$ cat src/core/sgp_pkg.sv
/*
  Shared constants and carrier types for the seven-port shared GPIO block.
  Assumes a 32-bit APB register bus and one synchronous clock domain.
*/
package sgp_pkg;
  // ==========================================================
  // Port geometry
  localparam int NUM_PORTS = 7;
  localparam int PORT_W = 8;
  localparam int TOTAL_PINS = 38;
  localparam int G_IDX = 6;
  // Index 0 is port A, index 6 is port G
  localparam logic [6:0][7:0] PIN_MASK =
    {8'h7F, 8'h73, 8'hFF, 8'h0F, 8'h3F, 8'h0F, 8'h87};
  localparam logic [6:0][7:0] SHARE_MASK =
    {8'h00, 8'h33, 8'hFF, 8'h0F, 8'h2F, 8'h0F, 8'h00};
  localparam logic [6:0][7:0] ANALOG_MASK =
    {8'h00, 8'h00, 8'h00, 8'h0F, 8'h00, 8'h0F, 8'h00};
  localparam logic [7:0] KBD_MASK_G = 8'h7F;
  localparam logic [7:0] OSC_MASK_G = 8'h60;

  // ==========================================================
  // Register map, byte addresses
  localparam int ADDR_W = 12;
  localparam logic [11:0] ZP_BASE = 12'h000;
  localparam logic [11:0] HP_BASE = 12'h100;
  localparam int ZP_STRIDE_LSB = 3;
  localparam int HP_STRIDE_LSB = 4;
  localparam logic [1:0] HP_PULL_SEL = 2'h0;
  localparam logic [1:0] HP_SLEW_SEL = 2'h1;
  localparam logic [1:0] HP_DRIVE_SEL = 2'h2;

  // ==========================================================
  // Reset values
  localparam logic [6:0][7:0] DATA_RST = '0;
  localparam logic [6:0][7:0] DIR_RST = '0;
  localparam logic [6:0][7:0] PULL_RST = '0;
  localparam logic [6:0][7:0] SLEW_RST = PIN_MASK;
  localparam logic [6:0][7:0] DRIVE_RST = '0;

  // ==========================================================
  // Types
  typedef enum logic [5:0] {
    RK_NONE  = 6'b00_0001,
    RK_DATA  = 6'b00_0010,
    RK_DIR   = 6'b00_0100,
    RK_PULL  = 6'b00_1000,
    RK_SLEW  = 6'b01_0000,
    RK_DRIVE = 6'b10_0000
  } sgp_reg_kind_type;

  typedef struct packed {
    logic [7:0] en;
    logic [7:0] oe;
    logic [7:0] dout;
    logic [7:0] analog;
  } sgp_share_type;

  typedef struct packed {
    logic [7:0] out;
    logic [7:0] oe;
    logic [7:0] pull_on;
    logic [7:0] slew;
    logic [7:0] drive;
    logic [7:0] analog;
  } sgp_pad_type;

  typedef struct packed {
    logic [6:0][7:0] data;
    logic [6:0][7:0] dir;
    logic [6:0][7:0] pull;
    logic [6:0][7:0] slew;
    logic [6:0][7:0] drive;
  } sgp_bank_type;
endpackage : sgp_pkg

$ cat src/core/sgp_pin_cell.sv
/*
  One pin's ownership and pad control mux.
  Assumes the owning peripherals present enable, direction and level.
*/
module sgp_pin_cell (
  // Register bits
  input wire logic impl,
  input wire logic dat,
  input wire logic ddr,
  input wire logic pe,
  input wire logic se,
  input wire logic ds,
  // Sharing
  input wire logic p_en,
  input wire logic p_oe,
  input wire logic p_out,
  input wire logic analog,
  input wire logic kbd,
  input wire logic osc,
  input wire logic pin,
  // Results
  output logic out,
  output logic oe,
  output logic pull_on,
  output logic slew,
  output logic drive,
  output logic an_sel,
  output logic rd
);
  logic periph;
  logic off;

  always_comb begin
    // Analog wins over any digital claimant
    periph = p_en && !analog;
    off = !impl || analog || osc;
    if (off) begin
      oe = 1'b0;
    end else if (kbd) begin
      oe = 1'b0;
    end else if (periph) begin
      oe = p_oe;
    end else begin
      oe = ddr;
    end
    out = (periph && p_oe) ? p_out : dat;
    out = out && !off;
    pull_on = pe && !oe && !off;
    slew = se && impl && !osc;
    drive = ds && impl && !osc;
    an_sel = analog && impl;
    // Direction bit picks the read source even under peripheral or keyboard override
    rd = off ? 1'b0 : (ddr ? dat : pin);
  end
endmodule // sgp_pin_cell

$ cat src/core/sgp_addr_decode.sv
/*
  APB address decoder for the port register map.
  Assumes byte addresses with one aligned word per register.
*/
module sgp_addr_decode (
  // Address in
  input wire logic [11:0] addr,
  // Decoded target
  output sgp_pkg::sgp_reg_kind_type kind,
  output logic [2:0] port
);
  logic [11:0] off;

  always_comb begin
    kind = sgp_pkg::RK_NONE;
    port = 3'h0;
    off = addr - sgp_pkg::HP_BASE;
    if (addr[1:0] != 2'h0) begin
      kind = sgp_pkg::RK_NONE;
    end else if (addr < sgp_pkg::HP_BASE) begin
      // Zero-page data and direction pairs
      port = addr[5:3];
      if (addr[11:6] == 6'h00 && addr[5:3] != 3'h7) begin
        kind = addr[2] ? sgp_pkg::RK_DIR : sgp_pkg::RK_DATA;
      end
    end else begin
      // High-page pin control triples
      port = off[6:4];
      if (off[11:7] == 5'h00 && off[6:4] != 3'h7) begin
        unique case (off[3:2])
          sgp_pkg::HP_PULL_SEL: kind = sgp_pkg::RK_PULL;
          sgp_pkg::HP_SLEW_SEL: kind = sgp_pkg::RK_SLEW;
          sgp_pkg::HP_DRIVE_SEL: kind = sgp_pkg::RK_DRIVE;
          default: kind = sgp_pkg::RK_NONE;
        endcase
      end
    end
  end
endmodule // sgp_addr_decode

$ cat src/core/sgp_top.sv
/*
  Seven shared general-purpose ports with APB register access.
  Assumes peripherals present enable, direction and level per pin, and
  that pad cells resolve the level from the registered enables.
*/
module sgp_top (
  // Clock and reset
  input wire logic REF_CLK,
  input wire logic RST,
  // APB slave
  input wire logic PSEL,
  input wire logic PENABLE,
  input wire logic PWRITE,
  input wire logic [11:0] PADDR,
  input wire logic [31:0] PWDATA,
  input wire logic [3:0] PSTRB,
  output logic [31:0] PRDATA,
  output logic PREADY,
  output logic PSLVERR,
  // Peripheral sharing
  input wire sgp_pkg::sgp_share_type [6:0] SHARE,
  input wire logic [7:0] KBD_EN,
  input wire logic OSC_EN,
  // Pads
  input wire logic [6:0][7:0] PIN_IN,
  output sgp_pkg::sgp_pad_type [6:0] PAD_CTRL
);
  // ==========================================================
  // State
  typedef struct packed {
    sgp_pkg::sgp_bank_type bank;
    sgp_pkg::sgp_pad_type [6:0] pad;
    logic [7:0] rdata;
  } sgp_state_type;

  localparam sgp_state_type STATE_RST = '{
    bank: '{
      data: sgp_pkg::DATA_RST,
      dir: sgp_pkg::DIR_RST,
      pull: sgp_pkg::PULL_RST,
      slew: sgp_pkg::SLEW_RST,
      drive: sgp_pkg::DRIVE_RST
    },
    pad: '0,
    rdata: 8'h00
  };

  sgp_state_type st;
  sgp_state_type next_st;
  sgp_pkg::sgp_reg_kind_type kind;
  logic [2:0] port;
  logic setup;
  logic wr;
  wire logic [6:0][7:0] c_out;
  wire logic [6:0][7:0] c_oe;
  wire logic [6:0][7:0] c_pu;
  wire logic [6:0][7:0] c_sl;
  wire logic [6:0][7:0] c_dr;
  wire logic [6:0][7:0] c_an;
  wire logic [6:0][7:0] c_rd;
  logic [6:0][7:0] sh_en;
  logic [6:0][7:0] sh_an;
  logic [6:0][7:0] kbd;
  logic [6:0][7:0] osc;

  // ==========================================================
  // Address decode
  sgp_addr_decode u_dec (
    .addr(PADDR),
    .kind(kind),
    .port(port)
  );

  // ==========================================================
  // Ownership masks
  always_comb begin
    for (int p = 0; p < sgp_pkg::NUM_PORTS; p++) begin
      // Port A and G have no generic sharing; masks keep them plain
      sh_en[p] = SHARE[p].en & sgp_pkg::SHARE_MASK[p];
      sh_an[p] = SHARE[p].analog & sgp_pkg::ANALOG_MASK[p];
      kbd[p] = 8'h00;
      osc[p] = 8'h00;
    end
    kbd[sgp_pkg::G_IDX] = KBD_EN & sgp_pkg::KBD_MASK_G;
    osc[sgp_pkg::G_IDX] = OSC_EN ? sgp_pkg::OSC_MASK_G : 8'h00;
  end

  // ==========================================================
  // Pin cells
  for (genvar p = 0; p < sgp_pkg::NUM_PORTS; p++) begin : g_port
    for (genvar b = 0; b < sgp_pkg::PORT_W; b++) begin : g_bit
      sgp_pin_cell u_cell (
        .impl(sgp_pkg::PIN_MASK[p][b]),
        .dat(st.bank.data[p][b]),
        .ddr(st.bank.dir[p][b]),
        .pe(st.bank.pull[p][b]),
        .se(st.bank.slew[p][b]),
        .ds(st.bank.drive[p][b]),
        .p_en(sh_en[p][b]),
        .p_oe(SHARE[p].oe[b]),
        .p_out(SHARE[p].dout[b]),
        .analog(sh_an[p][b]),
        .kbd(kbd[p][b]),
        .osc(osc[p][b]),
        .pin(PIN_IN[p][b]),
        .out(c_out[p][b]),
        .oe(c_oe[p][b]),
        .pull_on(c_pu[p][b]),
        .slew(c_sl[p][b]),
        .drive(c_dr[p][b]),
        .an_sel(c_an[p][b]),
        .rd(c_rd[p][b])
      );
    end
  end

  // ==========================================================
  // Next state
  assign setup = PSEL && !PENABLE;
  assign wr = PSEL && PENABLE && PWRITE && PSTRB[0];

  always_comb begin
    next_st = st;
    // Read data is captured in the setup phase so access has no wait
    if (setup && !PWRITE) begin
      unique case (kind)
        sgp_pkg::RK_DATA: next_st.rdata = c_rd[port];
        sgp_pkg::RK_DIR: next_st.rdata = st.bank.dir[port];
        sgp_pkg::RK_PULL: next_st.rdata = st.bank.pull[port];
        sgp_pkg::RK_SLEW: next_st.rdata = st.bank.slew[port];
        sgp_pkg::RK_DRIVE: next_st.rdata = st.bank.drive[port];
        sgp_pkg::RK_NONE: next_st.rdata = 8'h00;
      endcase
    end
    if (wr) begin
      // Reserved positions never take a one
      unique case (kind)
        sgp_pkg::RK_DATA: next_st.bank.data[port] =
          PWDATA[7:0] & sgp_pkg::PIN_MASK[port];
        sgp_pkg::RK_DIR: next_st.bank.dir[port] =
          PWDATA[7:0] & sgp_pkg::PIN_MASK[port];
        sgp_pkg::RK_PULL: next_st.bank.pull[port] =
          PWDATA[7:0] & sgp_pkg::PIN_MASK[port];
        sgp_pkg::RK_SLEW: next_st.bank.slew[port] =
          PWDATA[7:0] & sgp_pkg::PIN_MASK[port];
        sgp_pkg::RK_DRIVE: next_st.bank.drive[port] =
          PWDATA[7:0] & sgp_pkg::PIN_MASK[port];
        sgp_pkg::RK_NONE: next_st.bank = st.bank;
      endcase
    end
    for (int p = 0; p < sgp_pkg::NUM_PORTS; p++) begin
      next_st.pad[p].out = c_out[p];
      next_st.pad[p].oe = c_oe[p];
      next_st.pad[p].pull_on = c_pu[p];
      next_st.pad[p].slew = c_sl[p];
      next_st.pad[p].drive = c_dr[p];
      next_st.pad[p].analog = c_an[p];
    end
  end

  always_ff @(posedge REF_CLK or posedge RST) begin
    if (RST) begin
      st <= STATE_RST;
    end else begin
      st <= next_st;
    end
  end

  // ==========================================================
  // Outputs
  assign PREADY = 1'b1;
  assign PSLVERR = PSEL && PENABLE && (kind == sgp_pkg::RK_NONE);
  assign PRDATA = {24'h00_0000, st.rdata};
  assign PAD_CTRL = st.pad;

  logic [6:0][7:0] q_oe;
  logic [6:0][7:0] q_pu;
  logic [6:0][7:0] q_an;
  logic [6:0][7:0] exp_rd;
  always_comb begin
    for (int p = 0; p < sgp_pkg::NUM_PORTS; p++) begin
      q_oe[p] = st.pad[p].oe;
      q_pu[p] = st.pad[p].pull_on;
      q_an[p] = st.pad[p].analog;
      exp_rd[p] = ((st.bank.dir[p] & st.bank.data[p])
        | (~st.bank.dir[p] & PIN_IN[p])) & ~sh_an[p]
        & sgp_pkg::PIN_MASK[p] & ~osc[p];
    end
  end
endmodule // sgp_top

$ cat config.mk
export PLATFORM = sky130hd
export DESIGN_NAME = sgp_top
export DESIGN_NICKNAME = d
export VERILOG_FILES = /design/src/core/sgp_pkg.sv /design/src/core/sgp_pin_cell.sv /design/src/core/sgp_addr_decode.sv /design/src/core/sgp_top.sv
export SDC_FILE = /design/constraint.sdc
export NUM_CORES = 1
export LEC_CHECK = 0
export BUFFER_PORTS_ARGS = -buffer_cell sky130_fd_sc_hd__buf_2
export CORE_AREA = 2 2 278 280
export CTS_CLUSTER_DIAMETER = 80
export DETAILED_ROUTE_END_ITERATION = 7
export DIE_AREA = 0 0 280 282
export PLACE_DENSITY = 0.51
export SETUP_SLACK_MARGIN = 0.5
export SLEW_MARGIN = 10
export SYNTH_ARGS = -nofsm -noshare
export SYNTH_HDL_FRONTEND = slang
export SYNTH_SLANG_ARGS = --single-unit
$ cat constraint.sdc
create_clock -name REF_CLK -period 20.3 [get_ports REF_CLK]
set_clock_uncertainty 0.1 [all_clocks]
set_input_delay 2.03 -clock REF_CLK [delete_from_list [all_inputs] [get_ports REF_CLK]]
set_output_delay 2.03 -clock REF_CLK [all_outputs]
set_load 0.01 [all_outputs]
# Word-level counts from Yosys, hierarchy flattened
# Memory sizes are Yosys's and may differ from the RTL's.
# Index checks and enable logic that the tools add are counted.
# Widths: inputs -> output; s select.
# op_classes
shift	0
div	0
multipliers	0
bitwise	1
n_mux	153
n_eq_ne	10
order_cmp	3
reduce_logical	188
n_addsub	1
# ops
operator	n
$bwmux 56	5
$mux 1	125
$logic_and 1x1->1	124
$bmux 8 s3	5
$mux 8	7
$logic_not 1->1	55
$pmux 8 s6	1
$demux 8 s3	1
$mux 6	4
$pmux 6 s3	1
$lt 12x9->1 const B	1
$sub 12x9->12 const B	1
$reduce_and 2->1	5
$mux 3	3
$and 8x8->8	1
$mux 7	1
$eq 6x1->1 const B	1
$eq 6x2->1 const B	1
$eq 6x3->1 const B	1
$eq 6x4->1 const B	1
$eq 6x5->1 const B	1
$eq 6x6->1 const B	1
$logic_not 6->1	1
$ne 3x3->1 const B	2
7 further kinds	7
# word_totals
latch_bits	0
rom_bits	64
word_cells	430
input_bits	342
mem_bits_rw	0
mem_count	1
regBits	486
out_inout_bits	370
# mem_list
memory	depth	width	read_ports	rd_clocked_by_memory_dff	write_ports	line_no	text
(name not given)	8	8	1	0	0	sgp_top.sv:147	PWDATA[7:0] & sgp_pkg::PIN_MASK[port];

# Depth between registers and ports, before layout
# depth
depth_word	8
mapped_depth	14
ltp_nobuf	10

# Modules after synthesis
# A second synthesis with hierarchy kept.
# hier_totals
hier_cells	2660
area_unflattened_um2	30686.9
# by_module_without_submodules
module	area_each_um2	instances	cells_each	seq_area_each_um2
sgp_top	24312.1	1	1735	15662.5
sgp_pin_cell	110.1	56	16	0.0
sgp_addr_decode	209.0	1	29	0.0

# Worst setup path after synthesis
# No wires, ideal clock.
# synth_timing
kind	input to output
startpoint	in PADDR[8]
endpoint	out PSLVERR
path_buffers	1
stages	6
setup_slack_ps	14831
arrival_ps	3339
required_ps	18170
path_cell_list	inv_1 ha_1 or3b_1 clkbuf_1 nor4_2 nor3_1
# synth_between
elab_chain_cells	8
word_cells_on_any_way	12
classes_between	add/sub (1); order compare (1); eq/ne (1); mux (4); reduce/logical (5)
# synth_rtl
element	line_no	text
start, declared	sgp_top.sv:14	input wire logic [11:0] PADDR,
$sub 12x9->12	sgp_addr_decode.sv:17	off = addr - sgp_pkg::HP_BASE;
$logic_not 5->1	sgp_addr_decode.sv:29	if (off[11:7] == 5'h00 && off[6:4] != 3'h7) begin
$logic_and 1x1->1	sgp_addr_decode.sv:29	
$mux 6	sgp_addr_decode.sv:29	
$mux 6 (*)	sgp_addr_decode.sv:20	end else if (addr < sgp_pkg::HP_BASE) begin
$mux 6 (*)	sgp_addr_decode.sv:18	if (addr[1:0] != 2'h0) begin
$eq 6x1->1 (*)	sgp_top.sv:172	assign PSLVERR = PSEL && PENABLE && (kind == sgp_pkg::RK_NONE);
$logic_and 1x1->1 (*)	sgp_top.sv:172	
end, declared	sgp_top.sv:19	output logic PSLVERR,
# Every way passes the cells marked *; elsewhere a longest branch is shown, timed or not.

# Final worst setup path
# Same ends and word-level chain as after synthesis.

==> flow_metrics.tcl <==
set metrics [dict create \
    status "complete, no violations" \
    dpl_cell_area_mm2 0.0220 \
    ys_seq_elements 468 \
    initial_core_util_pct 26.0 \
    synth-edff-count 0 \
    fillers 7719 \
    worst-slew-pin-transition_ns 1.29 \
    synth-warning-count 0 \
    core_mm2 0.0757 \
    grt_pass1_vias 14306 \
    cts_tree "done" \
    register_area_mm2 0.0118 \
    synth_mux_area_share_pct 10.1 \
    io_buffers 361 \
    place_congestion 0.916 \
    vias 14337 \
    grtUsageTotal_pct 18.3 \
    period_share_pct 31.0 \
    cp.required_ns 18.17 \
    cellLeakagePower_uw 0.0118 \
    numCtsBuffers 48 \
    final_max_slew_viol_count 0 \
    io_pins 712 \
    area_delta_synth_final_pct 20.9 \
    slew_headroom_pct 14.0 \
    final_layout_size_suffix_gt1_share_pct 31.5 \
    worst_ep_arrival_time_ns 4.16 \
    ir_drop_uv 55.4 \
    ctsResizeCount 0 \
    multi_input_area_mm2 0.00691 \
    row_count 101 \
    synth_compound_area_share_pct 9.50 \
    min_path_type "reg2reg" \
    synth_area_leader_cell "dfrtp_1" \
    finalSetupViolations 0 \
    power.internal_uw 1570 \
    power_density_mw_per_mm2 86.8 \
    die_area_mm2 0.0790 \
    grt_max_degree 119 \
    switchingPower_uw 491 \
    clockBufferDepth 3 \
    fin_setup_tns_ns 0 \
    pwr-share-comb_pct 6.3 \
    routed_wl_mm 74.7 \
    hpwl_mm 55.8 \
    rsz0062_at_grt "no" \
    post_cts_buffers 0 \
    max_clock_freq_mhz 159 \
    wl_per_cell_um 24.2 \
    firstDrtPassIters 7 \
    swShare_pct 23.8 \
    synth_area_mm2 0.0197 \
    synth_top_cell_area_share_pct 54.7 \
    grt_pass1_wl_mm 104 \
    fin_area_mm2 0.0238 \
    cts_root_buf "clkbuf_16" \
    synth_top_family_by_area "simple AND/OR/NAND/NOR gates" \
    synthAdderAreaFrac_pct 0.127 \
    syn_inst 1712 \
    hold_viol 0 \
    synth_xor_area_share_pct 0.0445 \
    clock-sinks 468 \
    viasPerCell 4.64 \
    finalWorstPathRequiredPeriod_ns 6.29 \
    drc 0 \
    yosys.area_share.simple_pct 12.0 \
    htreeDepth 2 \
    crit_fanout 16 \
    async_flop_share_pct 100 \
    p_seq_share_pct 45.8 \
    dr.first_iter.drc_count 1208 \
    final_nets 2414 \
    ys_types 70 \
    synth_ff_type "dfrtp_1" \
    worstSetupPathType "in2out" \
    cts.clk_slew.worst_paths_ns 0.06 \
    cts.hold.buffers_added 0 \
    clk_latency_ns 0.60 \
    gr-total-overflow 0 \
    antenna_found_initial 12 \
    fp.dieW_um 280 \
    worst_setup_path_end_kind "output pin" \
    synth_area_per_cell_um2 11.5 \
    die_y_um 282 \
    power.clock.fraction_pct 48.0 \
    seq_area_frac_synth_pct 59.8 \
    detail-route-antenna-nets 0 \
    drv_cap 0 \
    synth_area_leaders "dfrtp_1 (55%), mux2_2 (7.6%), buf_4 (6.2%)" \
    startpoint_type "input port" \
]
## cells in the final DEF (no fill, tap or decap), types with 4 or more instances in the layout
cell	netlist	final
nor3_1	16	16
o21ai_0	148	148
a21oi_1	51	49
clkbuf_8	0	10
buf_2	7	361
a22oi_1	12	11
o211ai_1	4	4
conb_1	2	163
clkbuf_1	57	6
bufinv_16	0	10
o221ai_1	5	5
a2111oi_0	12	11
nand2_1	184	183
mux2_2	133	133
nor3b_1	14	13
a31oi_1	10	10
inv_1	42	41
dfstp_2	38	38
or3_1	8	8
nand2b_1	10	10
inv_6	0	4
clkinvlp_4	0	5
and2_1	66	66
nor2_1	63	62
buf_4	163	20
a221oi_1	12	12
o22ai_1	33	33
nand3_1	31	31
nor2b_1	40	40
a211oi_1	5	5
mux2i_1	47	46
clkbuf_16	0	48
dfrtp_1	430	430
## critical path, cell delays in order
cell and delay, ns:
buf_2 0.10, inv_1 0.06, ha_1 0.23, or3b_1 0.61
nor4_2 0.18, nor3_1 0.67, buf_2 0.26
## state kept, by name, indices dropped and copies added (netlist names)
name,flops
PAD_CTRL,198
PRDATA,8
st,262
## cells by family after synthesis
group                      count (synthesis)
DFF                                      468
and+or+nand+nor                          465
AOI/OAI and AO/OA                        315
buffers and inverters                    277
muxes                                    182
adders and majority gates                  2
other                                      2
xor gates and xnor gates                   1
## layer usage
layer	up-vias	wire length, um	GRT usage, %
li1	6286	-	-
met1	7380	30900	23.3
met2	560	37600	31.9
met3	95	4230	3.18
met4	16	1900	5.05
met5	-	88	0
## cell type report
type	count	share of cell area, %
timing repair buffer	381	8.23
clock inverter	22	1.68
antenna	3	0.0316
tap	978	5.14
clock buffer	64	5.72
multi-input combinational	1128	29.0
sequential	468	49.4
inverter	43	0.710
## worst paths after layout
path / from / endpoint / slack, ns / cells after the start
max: PADDR[8] / PSLVERR / 14.01 / 7
min in group asynchronous: RST / PAD_CTRL[122]$_DFF_PP0_ / 1.41 / 2
min reg2reg: st[344]$_DFFE_PP0P_ / PAD_CTRL[8]$_DFF_PP0_ / 0.29 / 0
min: st[344]$_DFFE_PP0P_ / PAD_CTRL[8]$_DFF_PP0_ / 0.29 / 0
max reg2reg: st[557]$_DFFE_PP0P_ / PRDATA[5]$_DFFE_PP0P_ / 17.97 / 6
max in group asynchronous: RST / st[389]$_DFFE_PP0P_ / 16.29 / 4
## synth_stat cells (10+ instances only)
library cell	count
inv_1	42
a221oi_1	12
dfstp_2	38
and2_1	66
a31oi_1	10
a2111oi_0	12
nor3b_1	14
nor2b_1	40
o22ai_1	33
dfrtp_1	430
buf_4	163
nand2b_1	10
a22oi_1	12
nand3_1	31
mux2i_1	47
clkbuf_1	57
nand2_1	184
mux2_2	133
o21ai_0	148
a21oi_1	51
nor3_1	16
nor2_1	63
## per-stage QoR
step | utilization [%] | hold slack [ns] | total power (uW) | worst slack [ns] | cells
detailed placement | 29.1 | 0.285 | 1090 | 14.05 | 2998
finish | 31.4 | 0.294 | 2060 | 14.01 | 3087
global route | 31.4 | 0.308 | 2140 | 13.90 | 3085
global placement | 29.1 | 0.279 | 1090 | 14.06 | 2998
floorplan | - | 0.264 | 1050 | 5.18 | 1873
CTS | 31.4 | 0.300 | 2090 | 14.05 | 3084
## power groups by stage
stage                     sequential (uW)  combinational (uW)  clock (uW)
after global routing                  945                 141        1050
after CTS                             945                 130        1010
final                                 945                 129         991
after detailed placement              962                 130           0
after floorplan                       965                84.5           0
after global placement                961                 129           0
(Power assumes the default switching activity.)
